[src/fic_pkg.sv]
package fic_pkg;

    // ==========================================================
    // sizes and vectors
    localparam int          NUM_SRC  = 14;
    localparam logic [15:0] VEC_BASE = 16'h0003;
    localparam logic [15:0] VEC_LAST = 16'h006b;
    // pins are active low, so their idle level is all ones
    localparam logic [2:0]  PIN_IDLE = 3'h7;

    // ==========================================================
    // source numbers, polling order (0 wins ties)
    localparam logic [3:0] SRC_EXT0    = 4'h0;
    localparam logic [3:0] SRC_TIMER_A = 4'h1;
    localparam logic [3:0] SRC_EXT1    = 4'h2;
    localparam logic [3:0] SRC_TIMER_B = 4'h3;
    localparam logic [3:0] SRC_UART    = 4'h4;
    localparam logic [3:0] SRC_TIMER_C = 4'h5;
    localparam logic [3:0] SRC_EXT2    = 4'h6;
    localparam logic [3:0] SRC_SPI     = 4'h7;
    localparam logic [3:0] SRC_CONV    = 4'h8;
    localparam logic [3:0] SRC_ARRAY   = 4'h9;
    localparam logic [3:0] SRC_SYSFLAG = 4'ha;
    localparam logic [3:0] SRC_KEYPAD  = 4'hb;
    localparam logic [3:0] SRC_TWOWIRE = 4'hc;
    localparam logic [3:0] SRC_COMP    = 4'hd;

    // ==========================================================
    // register byte offsets
    localparam logic [11:0] OFF_ENABLE      = 12'h000;
    localparam logic [11:0] OFF_PRIO_LOW_A  = 12'h004;
    localparam logic [11:0] OFF_PRIO_HIGH_A = 12'h008;
    localparam logic [11:0] OFF_PRIO_LOW_B  = 12'h00c;
    localparam logic [11:0] OFF_PRIO_HIGH_B = 12'h010;
    localparam logic [11:0] OFF_TIMER_CTRL  = 12'h014;
    localparam logic [11:0] OFF_EXT_CTRL    = 12'h018;
    localparam logic [11:0] OFF_PERIPH_FLAG = 12'h01c;
    localparam logic [11:0] OFF_POWER_CTRL  = 12'h020;
    localparam logic [11:0] OFF_AUX_C       = 12'h024;
    localparam logic [11:0] OFF_STATUS      = 12'h028;

    // ==========================================================
    // field positions
    localparam int EN_GLOBAL   = 31;
    localparam int TC_EXT0_TYP = 0;
    localparam int TC_EXT0_FLG = 1;
    localparam int TC_EXT1_TYP = 2;
    localparam int TC_EXT1_FLG = 3;
    localparam int TC_TMR_A    = 5;
    localparam int TC_TMR_B    = 7;
    localparam int XC_EXT2_TYP = 0;
    localparam int XC_EXT2_FLG = 1;
    localparam int PF_URX      = 0;
    localparam int PF_UTX      = 1;
    localparam int PF_TC_OVF   = 2;
    localparam int PF_TC_EXT   = 3;
    localparam int PF_SPI      = 4;
    localparam int PF_CONV     = 5;
    localparam int PF_KEYPAD   = 6;
    localparam int PF_TWOWIRE  = 7;
    localparam int PF_COMP     = 8;
    localparam int PF_ARR_OVF  = 9;
    localparam int PF_ARR_MOD  = 10;
    localparam int PC_WDT      = 0;
    localparam int PC_BO_B     = 1;
    localparam int PC_BO_A     = 2;
    localparam int PC_CAL      = 4;
    localparam int PC_MCLK     = 5;
    localparam int AX_UTX_SYS  = 0;
    localparam int AX_STOP     = 6;
    localparam int AX_START    = 7;

    // writable bits; everything else reads zero
    localparam logic [7:0] TC_MASK = 8'hbf;
    localparam logic [7:0] XC_MASK = 8'h03;
    localparam logic [7:0] PC_MASK = 8'h37;
    localparam logic [7:0] AX_MASK = 8'hc1;

    // ==========================================================
    // carriers
    typedef struct packed {
        logic       timer_a_rollover;
        logic       timer_b_rollover;
        logic       uart_rx_done;
        logic       uart_tx_done;
        logic       timer_c_overflow;
        logic       timer_c_external;
        logic       spi_transfer_done;
        logic       converter_done;
        logic       keypad_match;
        logic       twowire_new_state;
        logic       comparator_change;
        logic       array_counter_overflow;
        logic [5:0] array_module_match;
        logic       watchdog_overflow;
        logic       brownout_a;
        logic       brownout_b;
        logic       calendar_overflow;
        logic       missing_clock;
        logic       serial_start_detect;
        logic       serial_stop_detect;
    } fic_evt_t;

    typedef struct packed {
        logic       valid;
        logic [1:0] level;
        logic [3:0] idx;
    } fic_arb_t;

    typedef struct packed {
        logic [13:0] ena;
        logic        ea;
        logic [6:0]  pl_a;
        logic [6:0]  ph_a;
        logic [6:0]  pl_b;
        logic [6:0]  ph_b;
        logic [7:0]  timer_control_reg;
        logic [7:0]  xcon;
        logic [15:0] pflag;
        logic [7:0]  pcon;
        logic [7:0]  aux;
        logic [2:0]  sync1;
        logic [2:0]  sync2;
        logic [2:0]  prev;
        logic [13:0] sample;
        logic [3:0]  in_srv;
        logic        hold;
        logic        vec_valid;
        logic [15:0] vec_addr;
        logic [1:0]  vec_level;
        logic        pready;
        logic        pslverr;
        logic [31:0] prdata;
    } fic_state_t;

endpackage

[src/fic_intc.sv]
`timescale 1ns/1ps
// Functional notes
// - fourteen sources arbitrated over four priority levels.
// - a flag interrupts only with its enable and the global enable set.
// - source n vectors to 0x0003 plus 8 times n, last at 0x006b.
// - ties within one level go to the lowest source number.
// - software may write every request flag to one or zero, except level-mode external flags, which follow their pins.
// - each external input is level or edge sensitive by its type bit.
// - edge flags clear on vectoring; level flags follow the input.
// - external 0/1 flags in timer control, external 2 in extra control.
// - timer a/b flags set on rollover, cleared on vectoring.
// - uart request is rx-done or tx-done; never cleared on vectoring.
// - timer c request is overflow or external flag; not cleared on vectoring.
// - spi done flag stays set until software clears it.
// - converter done flag is not cleared on vectoring.
// - array request is counter overflow or any of six module flags.
// - system request ORs clock, calendar, brownout, watchdog, start, stop flags.
// - power register bits 0,1,2,4,5; auxiliary bits 7 and 6.
// - with its option set, uart tx-done also raises the system request.
// - keypad match flag stays set until software clears it.
// - two-wire new-state flag is not cleared on vectoring.
// - comparator change flag is not cleared on vectoring.
// - each source has a low and a high priority bit.
// - high,low bits 11 highest, 10, 01, 00 lowest.
// - no preemption by lower level; higher level wins simultaneous requests.
// - flags sampled each clock, polled the next, then vector call.
// - block on equal/higher in service, non-final cycle, reti or config write.
module fic_intc (
    // clock and reset
    input  wire logic             pclk,
    input  wire logic             presetn,
    // apb slave
    input  wire logic             psel,
    input  wire logic             penable,
    input  wire logic             pwrite,
    input  wire logic [11:0]      paddr,
    input  wire logic [31:0]      pwdata,
    input  wire logic [3:0]       pstrb,
    output logic                  pready,
    output logic [31:0]           prdata,
    output logic                  pslverr,
    // external interrupt pins, active low
    input  wire logic             ext_irq_pin_a,
    input  wire logic             ext_irq_pin_b,
    input  wire logic             ext_irq_pin_c,
    // peripheral flag set pulses
    input  wire fic_pkg::fic_evt_t evt,
    // cpu core
    input  wire logic             core_final_cycle,
    input  wire logic             core_reti,
    output logic                  vec_valid,
    output logic [15:0]           vec_addr,
    output logic [1:0]            vec_level
);

    // ==========================================================
    // helpers
    function automatic logic [7:0] upd8(input logic [7:0] q, input logic we,
                                        input logic [7:0] m, input logic [7:0] w,
                                        input logic [7:0] set, input logic [7:0] clr);
        logic [7:0] v;
        v = we ? ((q & ~m) | (w & m)) : q;
        // hardware set wins over any clear in the same cycle
        return (v & ~clr) | set;
    endfunction

    function automatic logic [15:0] upd16(input logic [15:0] q, input logic we,
                                          input logic [15:0] m, input logic [15:0] w,
                                          input logic [15:0] set);
        logic [15:0] v;
        v = we ? ((q & ~m) | (w & m)) : q;
        return v | set;
    endfunction

    function automatic fic_pkg::fic_arb_t arbitrate(input logic [13:0] req,
                                                    input logic [13:0] hi,
                                                    input logic [13:0] lo);
        fic_pkg::fic_arb_t r;
        r = '0;
        // walk downward so an equal level at a lower number takes over
        for (int i = fic_pkg::NUM_SRC - 1; i >= 0; i--) begin
            if (req[i] && (!r.valid || {hi[i], lo[i]} >= r.level)) begin
                r.valid = 1'b1;
                r.level = {hi[i], lo[i]};
                r.idx   = 4'(i);
            end
        end
        return r;
    endfunction

    function automatic logic [2:0] top_level(input logic [3:0] srv);
        logic [2:0] t;
        t = 3'h0;
        for (int l = 0; l < 4; l++) begin
            if (srv[l]) begin
                t = {1'b1, 2'(l)};
            end
        end
        return t;
    endfunction

    // ==========================================================
    // state
    fic_pkg::fic_state_t q, d;
    fic_pkg::fic_arb_t   arb;
    logic [13:0]         req, hi14, lo14;
    logic [2:0]          top, act, fall;
    logic                take, wr, rd_phase, cfg_wr;
    logic [31:0]         m;

    always_comb begin
        d = q;
        m = {{8{pstrb[3]}}, {8{pstrb[2]}}, {8{pstrb[1]}}, {8{pstrb[0]}}};
        wr       = psel & penable & q.pready & pwrite;
        rd_phase = psel & penable & ~q.pready;
        cfg_wr   = wr & (paddr == fic_pkg::OFF_ENABLE || paddr == fic_pkg::OFF_PRIO_LOW_A
                      || paddr == fic_pkg::OFF_PRIO_HIGH_A || paddr == fic_pkg::OFF_PRIO_LOW_B
                      || paddr == fic_pkg::OFF_PRIO_HIGH_B || paddr == fic_pkg::OFF_EXT_CTRL);

        // pin synchronisers; pins are active low
        d.sync1 = {ext_irq_pin_c, ext_irq_pin_b, ext_irq_pin_a};
        d.sync2 = q.sync1;
        d.prev  = q.sync2;
        act     = ~q.sync2;
        fall    = q.prev & ~q.sync2;

        // request lines per source
        req = '0;
        req[fic_pkg::SRC_EXT0]    = q.timer_control_reg[fic_pkg::TC_EXT0_FLG];
        req[fic_pkg::SRC_TIMER_A] = q.timer_control_reg[fic_pkg::TC_TMR_A];
        req[fic_pkg::SRC_EXT1]    = q.timer_control_reg[fic_pkg::TC_EXT1_FLG];
        req[fic_pkg::SRC_TIMER_B] = q.timer_control_reg[fic_pkg::TC_TMR_B];
        req[fic_pkg::SRC_UART]    = q.pflag[fic_pkg::PF_URX] | q.pflag[fic_pkg::PF_UTX];
        req[fic_pkg::SRC_TIMER_C] = q.pflag[fic_pkg::PF_TC_OVF]
                                  | q.pflag[fic_pkg::PF_TC_EXT];
        req[fic_pkg::SRC_EXT2]    = q.xcon[fic_pkg::XC_EXT2_FLG];
        req[fic_pkg::SRC_SPI]     = q.pflag[fic_pkg::PF_SPI];
        req[fic_pkg::SRC_CONV]    = q.pflag[fic_pkg::PF_CONV];
        req[fic_pkg::SRC_ARRAY]   = q.pflag[fic_pkg::PF_ARR_OVF]
                                  | (|q.pflag[15:fic_pkg::PF_ARR_MOD]);
        req[fic_pkg::SRC_SYSFLAG] = (|(q.pcon & fic_pkg::PC_MASK))
                                  | q.aux[fic_pkg::AX_START] | q.aux[fic_pkg::AX_STOP]
                                  | (q.aux[fic_pkg::AX_UTX_SYS] & q.pflag[fic_pkg::PF_UTX]);
        req[fic_pkg::SRC_KEYPAD]  = q.pflag[fic_pkg::PF_KEYPAD];
        req[fic_pkg::SRC_TWOWIRE] = q.pflag[fic_pkg::PF_TWOWIRE];
        req[fic_pkg::SRC_COMP]    = q.pflag[fic_pkg::PF_COMP];

        // sample now, poll next clock
        d.sample = req & q.ena & {14{q.ea}};
        hi14 = {q.ph_b, q.ph_a};
        lo14 = {q.pl_b, q.pl_a};
        arb  = arbitrate(q.sample, hi14, lo14);
        top  = top_level(q.in_srv);
        take = arb.valid & core_final_cycle & ~q.hold & ~core_reti & ~cfg_wr
             & (!top[2] || arb.level > top[1:0]);

        d.vec_valid = take;
        if (take) begin
            d.vec_addr  = fic_pkg::VEC_BASE + {9'h000, arb.idx, 3'h0};
            d.vec_level = arb.level;
        end
        if (core_reti && top[2]) begin
            d.in_srv[top[1:0]] = 1'b0;
        end
        if (take) begin
            d.in_srv[arb.level] = 1'b1;
        end
        // one instruction of grace after reti or a config write
        d.hold = (q.hold & ~core_final_cycle) | core_reti | cfg_wr;

        // ======================================================
        // flag registers
        begin : flags
            logic [7:0] tset, tclr, xset, xclr, pset, aset;
            logic [15:0] fset;
            tset = '0;
            tclr = '0;
            xset = '0;
            xclr = '0;
            fset = {evt.array_module_match, evt.array_counter_overflow,
                    evt.comparator_change, evt.twowire_new_state, evt.keypad_match,
                    evt.converter_done, evt.spi_transfer_done, evt.timer_c_external,
                    evt.timer_c_overflow, evt.uart_tx_done, evt.uart_rx_done};
            pset = {2'b00, evt.missing_clock, evt.calendar_overflow, 1'b0,
                    evt.brownout_a, evt.brownout_b, evt.watchdog_overflow};
            aset = {evt.serial_start_detect, evt.serial_stop_detect, 6'h00};
            if (q.timer_control_reg[fic_pkg::TC_EXT0_TYP]) begin
                tset[fic_pkg::TC_EXT0_FLG] = fall[0];
                tclr[fic_pkg::TC_EXT0_FLG] = take && arb.idx == fic_pkg::SRC_EXT0;
            end else begin
                tset[fic_pkg::TC_EXT0_FLG] = act[0];
                tclr[fic_pkg::TC_EXT0_FLG] = ~act[0];
            end
            if (q.timer_control_reg[fic_pkg::TC_EXT1_TYP]) begin
                tset[fic_pkg::TC_EXT1_FLG] = fall[1];
                tclr[fic_pkg::TC_EXT1_FLG] = take && arb.idx == fic_pkg::SRC_EXT1;
            end else begin
                tset[fic_pkg::TC_EXT1_FLG] = act[1];
                tclr[fic_pkg::TC_EXT1_FLG] = ~act[1];
            end
            if (q.xcon[fic_pkg::XC_EXT2_TYP]) begin
                xset[fic_pkg::XC_EXT2_FLG] = fall[2];
                xclr[fic_pkg::XC_EXT2_FLG] = take && arb.idx == fic_pkg::SRC_EXT2;
            end else begin
                xset[fic_pkg::XC_EXT2_FLG] = act[2];
                xclr[fic_pkg::XC_EXT2_FLG] = ~act[2];
            end
            tset[fic_pkg::TC_TMR_A] = evt.timer_a_rollover;
            tset[fic_pkg::TC_TMR_B] = evt.timer_b_rollover;
            tclr[fic_pkg::TC_TMR_A] = take && arb.idx == fic_pkg::SRC_TIMER_A;
            tclr[fic_pkg::TC_TMR_B] = take && arb.idx == fic_pkg::SRC_TIMER_B;
            // software writes act like hardware updates
            d.timer_control_reg  = upd8(q.timer_control_reg, wr && paddr == fic_pkg::OFF_TIMER_CTRL,
                           m[7:0] & fic_pkg::TC_MASK, pwdata[7:0], tset, tclr);
            d.xcon  = upd8(q.xcon, wr && paddr == fic_pkg::OFF_EXT_CTRL,
                           m[7:0] & fic_pkg::XC_MASK, pwdata[7:0], xset, xclr);
            d.pcon  = upd8(q.pcon, wr && paddr == fic_pkg::OFF_POWER_CTRL,
                           m[7:0] & fic_pkg::PC_MASK, pwdata[7:0], pset, 8'h00);
            d.aux   = upd8(q.aux, wr && paddr == fic_pkg::OFF_AUX_C,
                           m[7:0] & fic_pkg::AX_MASK, pwdata[7:0], aset, 8'h00);
            // these flags are never cleared by vectoring
            d.pflag = upd16(q.pflag, wr && paddr == fic_pkg::OFF_PERIPH_FLAG,
                            m[15:0], pwdata[15:0], fset);
        end

        // ======================================================
        // configuration writes
        if (wr) begin
            unique case (paddr)
                fic_pkg::OFF_ENABLE: begin
                    d.ena = (q.ena & ~m[13:0]) | (pwdata[13:0] & m[13:0]);
                    if (m[fic_pkg::EN_GLOBAL]) begin
                        d.ea = pwdata[fic_pkg::EN_GLOBAL];
                    end
                end
                fic_pkg::OFF_PRIO_LOW_A:  d.pl_a = (q.pl_a & ~m[6:0]) | (pwdata[6:0] & m[6:0]);
                fic_pkg::OFF_PRIO_HIGH_A: d.ph_a = (q.ph_a & ~m[6:0]) | (pwdata[6:0] & m[6:0]);
                fic_pkg::OFF_PRIO_LOW_B:  d.pl_b = (q.pl_b & ~m[6:0]) | (pwdata[6:0] & m[6:0]);
                fic_pkg::OFF_PRIO_HIGH_B: d.ph_b = (q.ph_b & ~m[6:0]) | (pwdata[6:0] & m[6:0]);
                default: ;
            endcase
        end

        // ======================================================
        // apb answer: one wait state, data prepared before pready
        d.pready  = rd_phase;
        d.pslverr = 1'b0;
        if (rd_phase) begin
            unique case (paddr)
                fic_pkg::OFF_ENABLE:      d.prdata = {q.ea, 17'h00000, q.ena};
                fic_pkg::OFF_PRIO_LOW_A:  d.prdata = {25'h0000000, q.pl_a};
                fic_pkg::OFF_PRIO_HIGH_A: d.prdata = {25'h0000000, q.ph_a};
                fic_pkg::OFF_PRIO_LOW_B:  d.prdata = {25'h0000000, q.pl_b};
                fic_pkg::OFF_PRIO_HIGH_B: d.prdata = {25'h0000000, q.ph_b};
                fic_pkg::OFF_TIMER_CTRL:  d.prdata = {24'h000000, q.timer_control_reg};
                fic_pkg::OFF_EXT_CTRL:    d.prdata = {24'h000000, q.xcon};
                fic_pkg::OFF_PERIPH_FLAG: d.prdata = {16'h0000, q.pflag};
                fic_pkg::OFF_POWER_CTRL:  d.prdata = {24'h000000, q.pcon};
                fic_pkg::OFF_AUX_C:       d.prdata = {24'h000000, q.aux};
                fic_pkg::OFF_STATUS:      d.prdata = {q.sample, 13'h0000, q.hold, q.in_srv};
                default: begin
                    d.prdata  = 32'h00000000;
                    d.pslverr = 1'b1;
                end
            endcase
        end
    end

    always_ff @(posedge pclk or negedge presetn) begin
        if (!presetn) begin
            // a zero here would look like a held pin and set level flags after reset
            q       <= '0;
            q.sync1 <= fic_pkg::PIN_IDLE;
            q.sync2 <= fic_pkg::PIN_IDLE;
            q.prev  <= fic_pkg::PIN_IDLE;
        end else begin
            q <= d;
        end
    end

    assign pready    = q.pready;
    assign prdata    = q.prdata;
    assign pslverr   = q.pslverr;
    assign vec_valid = q.vec_valid;
    assign vec_addr  = q.vec_addr;
    assign vec_level = q.vec_level;
endmodule

[config.mk]
export PLATFORM = sky130hd
export DESIGN_NAME = fic_intc
export DESIGN_NICKNAME = d
export VERILOG_FILES = /design/src/fic_pkg.sv /design/src/fic_intc.sv
export SDC_FILE = /design/constraint.sdc
export NUM_CORES = 1
export LEC_CHECK = 0
export BUFFER_PORTS_ARGS = -buffer_cell sky130_fd_sc_hd__buf_2
export CAP_MARGIN = 5
export CORE_AREA = 4 4 136 138
export CTS_CLUSTER_DIAMETER = 30
export CTS_CLUSTER_SIZE = 28
export DETAILED_ROUTE_END_ITERATION = 10
export DIE_AREA = 0 0 140 142
export PLACE_DENSITY = 0.69
export SYNTH_ARGS = -nofsm -noshare
export SYNTH_HDL_FRONTEND = slang
export SYNTH_SLANG_ARGS = --single-unit
export TNS_END_PERCENT = 5
[constraint.sdc]
create_clock -name pclk -period 17.46 [get_ports pclk]
set_input_delay 0.873 -clock pclk [delete_from_list [all_inputs] [get_ports pclk]]
set_output_delay 0.873 -clock pclk [all_outputs]
set_load 0.02 [all_outputs]
# --- Word-level counts from Yosys, hierarchy flattened ---
# Cells that the tools add are included.
# Widths: inputs -> output; s select.
totals:
  regBits: 172
  latchBits: 0
  ramBits: 0
  rom_bits: 0
  input_bits: 83
  output_inout_bits: 53
  wordCells: 242
  mem_count: 0
classes:
  addsub: 1
  mul: 0
  n_div: 0
  order_cmp: 18
  n_eq_ne: 14
  n_shift: 0
  muxes: 38
  n_bitwise: 78
  n_reduce_logical: 70
ops:
  columns: ["cell", "count"]
  rows:
  - ["$pmux 32 s11", 1]
  - ["$mux 7", 14]
  - ["$and 8x8->8", 8]
  - ["$and 14x14->14", 4]
  - ["$eq 12x5->1 const B", 4]
  - ["$or 8x8->8", 6]
  - ["$eq 12x6->1 const B", 3]
  - ["$and 7x7->7", 5]
  - ["$mux 33", 1]
  - ["$and 16x16->16", 2]
  - ["$mux 8", 4]
  - ["$or 16x16->16", 2]
  - ["$or 7x7->7", 4]
  - ["$ge 2x2->1", 13]
  - ["$logic_and 1x1->1", 26]
  - ["$eq 12x4->1 const B", 2]
  - ["$not 8->8", 3]
  - ["$logic_or 1x1->1", 19]
  - ["$mux 16", 1]
  - ["$not 16->16", 1]
  - ["$not 2->8", 2]
  - ["$logic_not 1->1", 14]
  - ["$not 14->14", 1]
  - ["$or 14x14->14", 1]
  - ["33 further kinds", 78]

# --- Logic depth before layout (Yosys ltp) ---
# Gate-level depths: netlist of run 1.
depth:
  ltp_word: 63
  depth_mapped: 95
  depth_no_buf: 95

# --- Worst setup path after synthesis of run 1 ---
# No wires, ideal clock.
synth_path:
  path_kind: "register -> register"
  from: "reg q[71] (netlist name)"
  to: "reg q[114] (netlist name)"
  setup_time_ns: 0.137
  t_arrival_ns: 16.582
  required_ns: 17.323
  setup_slack_ns: 0.740
  path_stages_with_launch: 89
  n_path_buf: 0
  period_less_slack_ns: 16.720
  path_cell_list: "dfrtp_1 -> and2_1 -> ha_1 -> nor2b_1 -> o22ai_1 -> mux2_2 -> ha_1 -> a211o_1 -> a221oi_1 -> a31oi_1 -> ha_1 -> nand2b_1 -> a221oi_2 -> nor2_1 -> a221oi_2 -> inv_1 -> ha_1 -> o21ai_0 -> [... 53 more ...] -> o31ai_1 -> o22ai_1 -> a31oi_2 -> inv_2 -> ha_1 -> inv_1 -> a21boi_0 -> o31ai_2 -> nor2_2 -> a21oi_1 -> ha_1 -> a21oi_1 -> o211a_1 -> o311ai_4 -> nor3_1 -> o21ai_0 -> nor3_1 -> a31oi_1"
synth_lines:
  columns: ["element", "line", "rtl"]
  rows:
  - ["from (decl)", "fic_intc.sv:104", "fic_pkg::fic_state_t q, d;"]

# --- Final worst setup path of run 1 ---
layout_path:
  from: "reg q[71] (netlist name)"
  to: "reg q (netlist bit vec_addr[5])"
layout_via:
  elab_chain_len: 58
  elab_cells_between_ends: 74
  classes_between: "add/sub: 1; order compare: 14; mux: 14; bitwise: 5; reduce/logical: 40"
layout_rtl:
  columns: ["element", "line", "rtl"]
  rows:
  - ["$mux 7 (*)", "fic_intc.sv:82", "if (req[i] && (!r.valid || {hi[i], lo[i]} >= r.level)) begin"]
  - ["$ge 2x2->1 or $logic_not 1->1 (tied branches)", "fic_intc.sv:82", null]
  - ["$logic_or 1x1->1", "fic_intc.sv:82", null]
  - ["$logic_and 1x1->1", "fic_intc.sv:82", null]
  - ["$mux 7 (*)", "fic_intc.sv:82", null]
  - ["$ge 2x2->1 or $logic_not 1->1 (tied branches)", "fic_intc.sv:82", null]
  - ["$logic_or 1x1->1", "fic_intc.sv:82", null]
  - ["$logic_and 1x1->1", "fic_intc.sv:82", null]
  - ["[... 38 more ...]", null, null]
  - ["$logic_or 1x1->1", "fic_intc.sv:82", null]
  - ["$logic_and 1x1->1", "fic_intc.sv:82", null]
  - ["$mux 7 (*)", "fic_intc.sv:82", null]
  - ["$ge 2x2->1 or $logic_not 1->1 (tied branches)", "fic_intc.sv:82", null]
  - ["$logic_or 1x1->1", "fic_intc.sv:82", null]
  - ["$logic_and 1x1->1", "fic_intc.sv:82", null]
  - ["$mux 7 (*)", "fic_intc.sv:82", null]
  - ["branches (longest 5 deep; another with $add 2x7->8)", null, null]
# Mark *: on every way between the ends.
# A chain may end at the register's enable or synchronous reset.

==> results of run 1 <==
-- cell type report --
class | count | share of cell area [%]
inverters | 35 | 1.33
flip-flops and latches | 144 | 36.6
repair buffers | 184 | 11.4
clock buffers | 18 | 4.45
well taps | 225 | 2.85
multi-input cells | 575 | 41.6
clock inverters | 14 | 1.84
-- Yosys cell counts (19+ instances only) --
cell                         n  area [µm²]
sky130_fd_sc_hd__nor2b_1    24         150
sky130_fd_sc_hd__a21oi_1    30         150
sky130_fd_sc_hd__ha_1       22         275
sky130_fd_sc_hd__a22oi_1    20         150
sky130_fd_sc_hd__a211o_1    21         184
sky130_fd_sc_hd__nor2_1     32         120
sky130_fd_sc_hd__inv_1      32         120
sky130_fd_sc_hd__mux2_2     41         462
sky130_fd_sc_hd__nand3_1    38         190
sky130_fd_sc_hd__buf_4      51         383
sky130_fd_sc_hd__clkbuf_1   22        82.6
sky130_fd_sc_hd__nor3_1     19        95.1
sky130_fd_sc_hd__dfrtp_1   135        3380
sky130_fd_sc_hd__o21ai_0    40         200
sky130_fd_sc_hd__nand2_1   107         402
-- kinds of logic after synthesis --
family | synth area share (%)
DFF | 45.2
adders and majority gates | 3.44
buffers and inverters | 7.75
other | 0.0469
and+or+nand+nor | 18.3
muxes | 6.29
AOI/OAI and AO/OA | 19.0
-- timing repair --
action,CTS,global route
gates resized for setup,3,57
pin swaps,1,22
setup buffers,2,16
endpoints found under the setup margin,9,17
-- worst max-delay path by stage --
stage,end,cells past startpoint,from,slack (ns)
floorplan,q[114]$_DFF_PN0_,88,q[71]$_DFF_PN0_,0.74
global placement,vec_addr[5]$_DFFE_PN0P_,89,q[71]$_DFF_PN0_,0.05
detailed placement,vec_addr[5]$_DFFE_PN0P_,91,q[71]$_DFF_PN0_,-0.03
CTS,vec_addr[5]$_DFFE_PN0P_,91,q[71]$_DFF_PN0_,0.03
global route,vec_addr[5]$_DFFE_PN0P_,93,q[71]$_DFF_PN0_,-0.25
finish,vec_addr[5]$_DFFE_PN0P_,92,q[71]$_DFF_PN0_,0.84
-- metrics by stage --
stage	cells	worst slack (ns)	utilization, %	hold slack, ns	TNS [ns]
after floorplan	831	0.740	-	0.345	0
after global placement	1145	0.0492	51.5	0.346	0
after detailed placement	1145	-0.0259	51.5	0.347	-0.0371
after CTS	1179	0.0288	55.3	0.355	0
after global routing	1195	-0.249	57.5	0.360	-1.01
final	1195	0.839	57.5	0.355	0
-- per-layer routing --
metal / vias up / track usage, % / share of wire (%)
met5: - / 0 / 0
met4: 0 / 8.62 / 2.7
met3: 43 / 4.67 / 6.4
met2: 252 / 36.9 / 47
met1: 3415 / 32.3 / 44
li1: 3205 / - / -
-- power by group through the flow --
stage	Combinational, mW	Clock (mW)	Sequential, mW
2_1_floorplan	0.0103	0	0.344
6_report	0.0279	0.380	0.338
4_1_cts	0.0283	0.384	0.338
3_3_place_gp	0.0281	0	0.344
3_5_place_dp	0.0282	0	0.344
5_1_grt	0.0310	0.399	0.338
==> metrics.csv, run 1 <==
stage;metric;value;unit
synth;synthesized flop and latch total;144;
floorplanning;Core ar.;17200;µm²
setup_path;Worst R2R Setup Slack;0.84;ns
cts;CTS sink count;144;
place;buffers added on ports;107;
place;Detailed Place HPWL;17000;µm
pwr;Gate power share;3.7;%
global_route;largest net degree at the start of global routing;74;
pwr;proportion of power drawn by the clock network;51.0;%
sta;final period utilization;95.2;%
global_route;first-pass GRT wire length;36400;µm
sta;Setup-failing EPs final;0;
cts;CTS H-tree lvls;4;
drt;drc violations;0;
pwr;leakage power of the design;4.69;nW
pwr;switching power of the nets;0.171;mW
drt;routed length per placed instance;19.9;µm
synth;share of synthesized area occupied by flip-flops and latches;45.2;%
drt;iteration count of the initial detailed-routing pass;5;
worst_hold_path;end point of the worst hold path;d[73]$_DFF_PN1_;
setup_path;slowest cell on the critical path;sky130_fd_sc_hd__dfrtp_1;
cts;number of buffers inserted by hold repair at cts;0;
global_route;number of global-route vias before repair;6623;
setup_path;endpoint required time on the critical path;17.83;ns
place;dpl cell area;8840;µm²
final_layout;n_diodes;0;
synth;Avg Inst Size Synth;9.76;µm²
global_route;initial antenna violation count;0;
synth;number of instances in the synthesized netlist;820;
synth;unique cell type count in the Yosys netlist;79;
sta;Max-slew headroom;22.3;%
setup_path;type of destination of the critical path;flip-flop;
cts;Clock Tree Buf Depth;2;
global_route;GR Util All Layers;23.4;%
floorplanning;number of core rows;48;
setup_path;reg2reg path depth;92;
pwr;Sequential Power Share;45.3;%
cts;TritonCTS clock tree;built;
sta;final number of hold-violating endpoints;0;
setup_path;maximum fanout count along the critical path;6;
flow_run;number of max-cap violations;0;
sta;actual slew at the worst max-slew pin;1.16;ns
synth;Post-Syn Area;8000;µm²
status;status;finished clean;
worst_hold_path;Min-Delay Path Depth;0;
synth;YS warnings;0;
cts;Clock Root Buffer;sky130_fd_sc_hd__clkbuf_16;
setup_path;category of the worst setup path launch point;flip-flop;
setup_path;cell type with the highest occurrence count on the critical path;sky130_fd_sc_hd__ha_1;
drt;total wire length;23700;µm
setup_path;delay contributed by the slowest stage of the critical path;0.43;ns
setup_path;crit path buf inv count;12;
final_layout;area delta synth->final;23.4;%
drt;post-route antenna net violation count;0;
final_layout;share of final-layout standard cells stronger than drive strength 1;34.9;%
drt;Iteration-0 DRC Markers;600;
floorplanning;I/O pin count;136;
cts;clock buffers created by TritonCTS;17;
final_layout;area of the multi-input gates;4100;µm²
final_layout;fill count;1498;
final_layout;commonest non-fill, non-tap cell in the layout;sky130_fd_sc_hd__dfrtp_1;
global_route;total gr overflow;0;
pwr;internal power;0.575;mW
sta;final period demand of the worst path;16.62;ns
synth;number of enable-type register cells in the synthesized netlist;0;
synth;Top FF cell, synth;sky130_fd_sc_hd__dfrtp_1;
cts;worst-skew pair later-pin latency;0.43;ns
final_layout;Design Area, Final;9880;µm²
floorplanning;starting density of the core;46.6;%
floorplanning;total die area;19900;µm²
pwr;Pwr per Cell Area;75.5;nW/µm²
setup_path;Critical Path AT;16.99;ns
drt;DR vias/cell;5.79;
final_layout;leading cell types in the layout, fill and taps excluded;135 x sky130_fd_sc_hd__dfrtp_1, 106 x sky130_fd_sc_hd__nand2_1, 106 x sky130_fd_sc_hd__buf_2;
worst_hold_path;launch point of the worst hold path;d[76]$_DFF_PN1_;
pwr;maximum vdd drop;0.0708;mV
setup_path;Worst Setup Path Type;flip-flop to flip-flop;
sta;clock skew after layout;0.0127;ns
pwr;Net Sw Frac;22.9;%
drt;overall via count from detail_route;6915;
pwr;total power after layout;0.746;mW
setup_path;worst r2r dst;vec_addr[5]$_DFFE_PN0P_;
sta;maximum clock rate;0.0602;GHz
floorplanning;chip width;140;µm
final_layout;area occupied by registers;3610;µm²
place;last weighted congestion value of the routability-driven placer;0.890;
cts;clock slew at the register clock pins of the worst setup and hold paths;0.06;ns
setup_path;start of the worst register-to-register path;q[71]$_DFF_PN0_;
worst_hold_path;class of the most critical hold timing path;flip-flop to flip-flop;
synth;asr flop ratio synth;100;%
floorplanning;chip height;142;µm
setup_path;cell type group with the largest total delay on the critical path;compound AO/OA/AOI/OAI gates;
sta;final slew viol count;0;
final_layout;final net count;1062;
No activity file was read; power rests on OpenSTA's default activity.
==> run 2: changes to the inputs <==
CELL_PAD_IN_SITES_DETAIL_PLACEMENT = 0   (was not set)
CELL_PAD_IN_SITES_GLOBAL_PLACEMENT = 2   (was not set)
CORE_AREA = 4 4 164 166   (was 4 4 136 138)
DIE_AREA = 0 0 168 170   (was 0 0 140 142)
PLACE_DENSITY = 0.74   (was 0.69)
SKIP_LAST_GASP = 1   (was not set)
==> metrics.csv, run 2 (same netlist as run 1, synthesis figures left out) <==
stage;metric;value;unit
status;status;finished clean;
final_layout;area delta synth->final;27.4;%
final_layout;Final Instance Count excl. Fillers;1319;
floorplanning;total die area;28600;µm²
global_route;number of global-route vias before repair;6832;
pwr;leakage power of the design;4.78;nW
sta;final period utilization;95.3;%
drt;routed length per placed instance;19.9;µm
setup_path;type of destination of the critical path;flip-flop;
setup_path;Critical Path AT;17.02;ns
cts;clock buffers created by TritonCTS;17;
drt;Iteration-0 DRC Markers;660;
floorplanning;starting density of the core;31.2;%
cts;worst-skew pair later-pin latency;0.43;ns
final_layout;fill count;2547;
drt;DR vias/cell;5.19;
sta;setup TNS;0;ns
drt;overall via count from detail_route;6849;
worst_hold_path;class of the most critical hold timing path;flip-flop to flip-flop;
final_layout;share of final-layout standard cells stronger than drive strength 1;36.2;%
setup_path;cell type with the highest occurrence count on the critical path;sky130_fd_sc_hd__ha_1;
sta;clock skew after layout;0.0102;ns
flow_run;number of max-cap violations;0;
global_route;total gr overflow;0;
sta;maximum clock rate;0.0601;GHz
pwr;Pwr per Cell Area;73.9;nW/µm²
cts;Clock Root Buffer;sky130_fd_sc_hd__clkbuf_16;
cts;CTS H-tree lvls;4;
drt;drc violations;0;
final_layout;leading cell types in the layout, fill and taps excluded;135 x sky130_fd_sc_hd__dfrtp_1, 106 x sky130_fd_sc_hd__buf_2, 104 x sky130_fd_sc_hd__nand2_1;
sta;final number of hold-violating endpoints;0;
place;Detailed Place HPWL;19400;µm
drt;total wire length;26200;µm
sta;final slew viol count;0;
drt;post-route antenna net violation count;0;
global_route;GR Util All Layers;18.2;%
pwr;total power after layout;0.753;mW
floorplanning;I/O pin count;136;
setup_path;endpoint required time on the critical path;17.83;ns
floorplanning;chip width;168;µm
setup_path;category of the worst setup path launch point;flip-flop;
sta;final period demand of the worst path;16.65;ns
pwr;maximum vdd drop;0.0598;mV
place;buffers added on ports;107;
setup_path;slowest cell on the critical path;sky130_fd_sc_hd__dfrtp_1;
final_layout;final net count;1076;
sta;Setup-failing EPs final;0;
setup_path;maximum fanout count along the critical path;4;
sta;worst-case hold slack;0.355;ns
cts;Clock Tree Buf Depth;2;
global_route;first-pass GRT wire length;40300;µm
sta;Max-slew headroom;23.8;%
floorplanning;number of core rows;59;
floorplanning;Core ar.;25600;µm²
final_layout;commonest non-fill, non-tap cell in the layout;sky130_fd_sc_hd__dfrtp_1;
global_route;largest net degree at the start of global routing;93;
place;last weighted congestion value of the routability-driven placer;0.810;
final_layout;n_diodes;0;
cts;CTS sink count;144;
floorplanning;chip height;170;µm
drt;iteration count of the initial detailed-routing pass;8;
cts;clock slew at the register clock pins of the worst setup and hold paths;0.06;ns
setup_path;Worst Setup Path Type;flip-flop to flip-flop;
setup_path;delay contributed by the slowest stage of the critical path;0.42;ns
place;total placed cells including tap cells;1272;
global_route;initial antenna violation count;0;
sta;actual slew at the worst max-slew pin;1.13;ns
cts;TritonCTS clock tree;built;
-- run 2: cell types whose count changed in the layout (fill, tap and decap cells not counted), sizes merged --
cell and delta:
clkbuf +3, inv -2, clkinvlp -1, buf +14
-- run 2: worst max-delay path: cells and delay by family (launching register included) --
kind,cells,cell delay [ns]
compound gates,39,6.67
simple gates,32,4.00
fa+ha+maj,14,3.82
buf+inv,11,1.37
flops,1,0.42
mux,1,0.32
-- run 2: per-stage QoR --
stage	worst slack [ns]	util, %	cell area, µm²
after floorplan	0.740	-	8040
after global placement	-0.424	35.6	9120
after detailed placement	-0.348	35.6	9120
after CTS	0.0241	38.3	9810
after global routing	-0.181	39.8	10200
final	0.815	39.8	10200
-- run 2: final cells by class --
type | instances | area (µm²) | share of cell area [%]
Sequential cell | 144 | 3610 | 35.5
Clock buffer | 21 | 470 | 4.62
Clock inverter | 11 | 153 | 1.50
Tap cell | 335 | 419 | 4.11
Multi-Input combinational cell | 575 | 4170 | 40.9
Timing Repair Buffer | 198 | 1240 | 12.1
Inverter | 35 | 131 | 1.29
-- run 2: what timing repair did --
item	4_1_cts	5_1_grt
setup buffers	1	15
pin swaps	2	30
hold endpoints to repair	0	0
hold buffers	0	0
setup endpoints to repair	14	17
gates resized for setup	12	57
-- run 2: where the power goes --
part	internal [mW]	switching, mW	total, mW	leakage (nW)
sequential	0.336	0.00115	0.338	1.77
combinational	0.00767	0.0210	0.0287	2.71
clock	0.237	0.149	0.387	0.296
-- run 2: final timing paths --
check / start / end / slack, ns / cells past startpoint
max in group asynchronous: presetn / q[99]$_DFF_PN0_ / 15.72 / 2
worst min-delay path: d[76]$_DFF_PN1_ / d[73]$_DFF_PN1_ / 0.36 / 0
worst min register to register: d[76]$_DFF_PN1_ / d[73]$_DFF_PN1_ / 0.36 / 0
worst max register to register: q[71]$_DFF_PN0_ / vec_addr[5]$_DFFE_PN0P_ / 0.81 / 97
worst max-delay path: q[71]$_DFF_PN0_ / vec_addr[5]$_DFFE_PN0P_ / 0.81 / 97
min in group asynchronous: presetn / prdata[18]$_DFFE_PN0P_ / 0.51 / 1
-- run 2: metal layers --
metal	share of wire, %	GRT usage (%)
met4	1.9	5.12
met5	0	0
met2	47	29.2
met1	45	25.2
met3	5.8	3.53
==> run 3: changes to the inputs <==
CAP_MARGIN = 10   (was 5)
CORE_AREA = 4 4 161 163   (was 4 4 164 166)
CTS_BUF_LIST = sky130_fd_sc_hd__clkbuf_2   (was not set)
DIE_AREA = 0 0 165 167   (was 0 0 168 170)
PLACE_DENSITY = 0.77   (was 0.74)
==> metrics.csv, run 3 (same netlist as run 1, synthesis figures left out) <==
stage;metric;value;unit
setup_path;crit path buf inv count;15;
pwr;maximum vdd drop;0.0369;mV
setup_path;type of destination of the critical path;flip-flop;
global_route;GR Util All Layers;18.3;%
sta;clock skew after layout;0.0449;ns
sta;final number of hold-violating endpoints;0;
cts;Clock Root Buffer;sky130_fd_sc_hd__clkbuf_2;
setup_path;worst r2r dst;vec_addr[5]$_DFFE_PN0P_;
cts;clock slew at the register clock pins of the worst setup and hold paths;0.23;ns
cts;TritonCTS clock tree;built;
cts;CTS H-tree lvls;4;
drt;iteration count of the initial detailed-routing pass;5;
setup_path;endpoint required time on the critical path;18.12;ns
floorplanning;chip width;165;µm
cts;Clock Tree Buf Depth;2;
sta;Setup-failing EPs final;0;
setup_path;start of the worst register-to-register path;q[71]$_DFF_PN0_;
drt;DR vias/cell;5.16;
floorplanning;starting density of the core;32.9;%
drt;Iteration-0 DRC Markers;505;
sta;final period demand of the worst path;16.53;ns
drt;post-route antenna net violation count;0;
cts;CTS sink count;144;
sta;setup TNS;0;ns
place;Detailed Place HPWL;19000;µm
global_route;first-pass GRT wire length;38500;µm
setup_path;cell type group with the largest total delay on the critical path;compound AO/OA/AOI/OAI gates;
sta;Max-slew headroom;22.2;%
final_layout;Design Area, Final;9670;µm²
pwr;Pwr per Cell Area;58.7;nW/µm²
sta;final slew viol count;0;
global_route;initial antenna violation count;1;
floorplanning;total die area;27600;µm²
setup_path;slowest cell on the critical path;sky130_fd_sc_hd__dfrtp_1;
setup_path;category of the worst setup path launch point;flip-flop;
place;last weighted congestion value of the routability-driven placer;0.822;
floorplanning;number of core rows;57;
setup_path;delay contributed by the slowest stage of the critical path;0.46;ns
final_layout;share of final-layout standard cells stronger than drive strength 1;34.8;%
setup_path;Worst Setup Path Type;flip-flop to flip-flop;
floorplanning;Core ar.;24300;µm²
final_layout;commonest non-fill, non-tap cell in the layout;sky130_fd_sc_hd__dfrtp_1;
drt;total wire length;25400;µm
cts;worst-skew pair later-pin latency;0.71;ns
global_route;total gr overflow;0;
setup_path;reg2reg path depth;98;
cts;number of buffers inserted by hold repair at cts;0;
worst_hold_path;class of the most critical hold timing path;input pin to asynchronous set/reset pin;
cts;clock buffers created by TritonCTS;17;
setup_path;Critical Path AT;17.19;ns
sta;actual slew at the worst max-slew pin;1.16;ns
status;status;finished clean;
final_layout;fill count;2499;
global_route;largest net degree at the start of global routing;75;
setup_path;cell type with the highest occurrence count on the critical path;sky130_fd_sc_hd__ha_1;
place;dpl cell area;9110;µm²
setup_path;maximum fanout count along the critical path;5;
sta;final period utilization;94.7;%
floorplanning;I/O pin count;136;
global_route;number of global-route vias before repair;6461;
place;buffers added on ports;107;
setup_path;number of cells on the critical path;98;
flow_run;number of max-cap violations;0;
sta;maximum clock rate;0.0605;GHz
drt;overall via count from detail_route;6730;
floorplanning;chip height;167;µm
final_layout;final net count;1072;
pwr;leakage power of the design;4.58;nW
drt;routed length per placed instance;19.5;µm
final_layout;leading cell types in the layout, fill and taps excluded;135 x sky130_fd_sc_hd__dfrtp_1, 106 x sky130_fd_sc_hd__buf_2, 104 x sky130_fd_sc_hd__nand2_1;
final_layout;Final Instance Count excl. Fillers;1304;
final_layout;area delta synth->final;20.9;%
drt;drc violations;0;
place;total placed cells including tap cells;1261;
setup_path;Worst R2R Setup Slack;0.93;ns
-- run 3: stage by stage --
stage / utilization [%] / hold WS [ns] / power [mW] / worst slack, ns
floorplan: - / 0.345 / 0.354 / 0.740
global placement: 37.4 / 0.347 / 0.372 / -0.380
detailed placement: 37.4 / 0.348 / 0.373 / -0.179
CTS: 38.7 / 0.104 / 0.574 / 0.0278
global route: 39.8 / 0.126 / 0.592 / -0.0931
finish: 39.8 / 0.146 / 0.568 / 0.929
-- run 3: routing by layer --
metal / routed length [µm] / vias up / track usage [%] / part of all wire, %
li1: - / 3221 / - / -
met1: 12200 / 3325 / 26.9 / 48
met2: 12000 / 163 / 28.2 / 47
met3: 957 / 21 / 3.06 / 3.8
met4: 263 / 0 / 3.80 / 1.0
met5: 0 / - / 0 / 0
-- run 3: how the worst max path moves through the flow --
stage	slack [ns]	to	startpoint
after CTS	0.03	vec_addr[5]$_DFFE_PN0P_	q[71]$_DFF_PN0_
after global placement	-0.38	vec_addr[5]$_DFFE_PN0P_	q[71]$_DFF_PN0_
after detailed placement	-0.18	vec_addr[5]$_DFFE_PN0P_	q[71]$_DFF_PN0_
after floorplan	0.74	q[114]$_DFF_PN0_	q[71]$_DFF_PN0_
after global routing	-0.09	vec_addr[5]$_DFFE_PN0P_	q[71]$_DFF_PN0_
final	0.93	vec_addr[5]$_DFFE_PN0P_	q[71]$_DFF_PN0_
-- run 3: what timing repair did --
item / CTS / global route
setup buffers: 3 / 8
gates resized for setup: 9 / 44
pin swaps: 3 / 16
setup endpoints to repair: 13 / 17
-- run 3: power by group --
group	internal, mW	leakage [nW]	switching (mW)
clock network	0.0785	0.139	0.123
logic	0.00772	2.67	0.0207
registers	0.337	1.77	0.00113
total	0.423	4.58	0.145
-- run 3: cell type report --
cell class | instances | area (µm²) | area share (%)
Sequential cell | 144 | 3610 | 37.4
Timing Repair Buffer | 194 | 1190 | 12.4
Inverter | 35 | 131 | 1.36
Tap cell | 324 | 405 | 4.19
Antenna cell | 1 | 2.50 | 0.0259
Clock buffer | 19 | 95.1 | 0.983
Multi-Input combinational cell | 575 | 4090 | 42.2
Clock inverter | 12 | 143 | 1.47
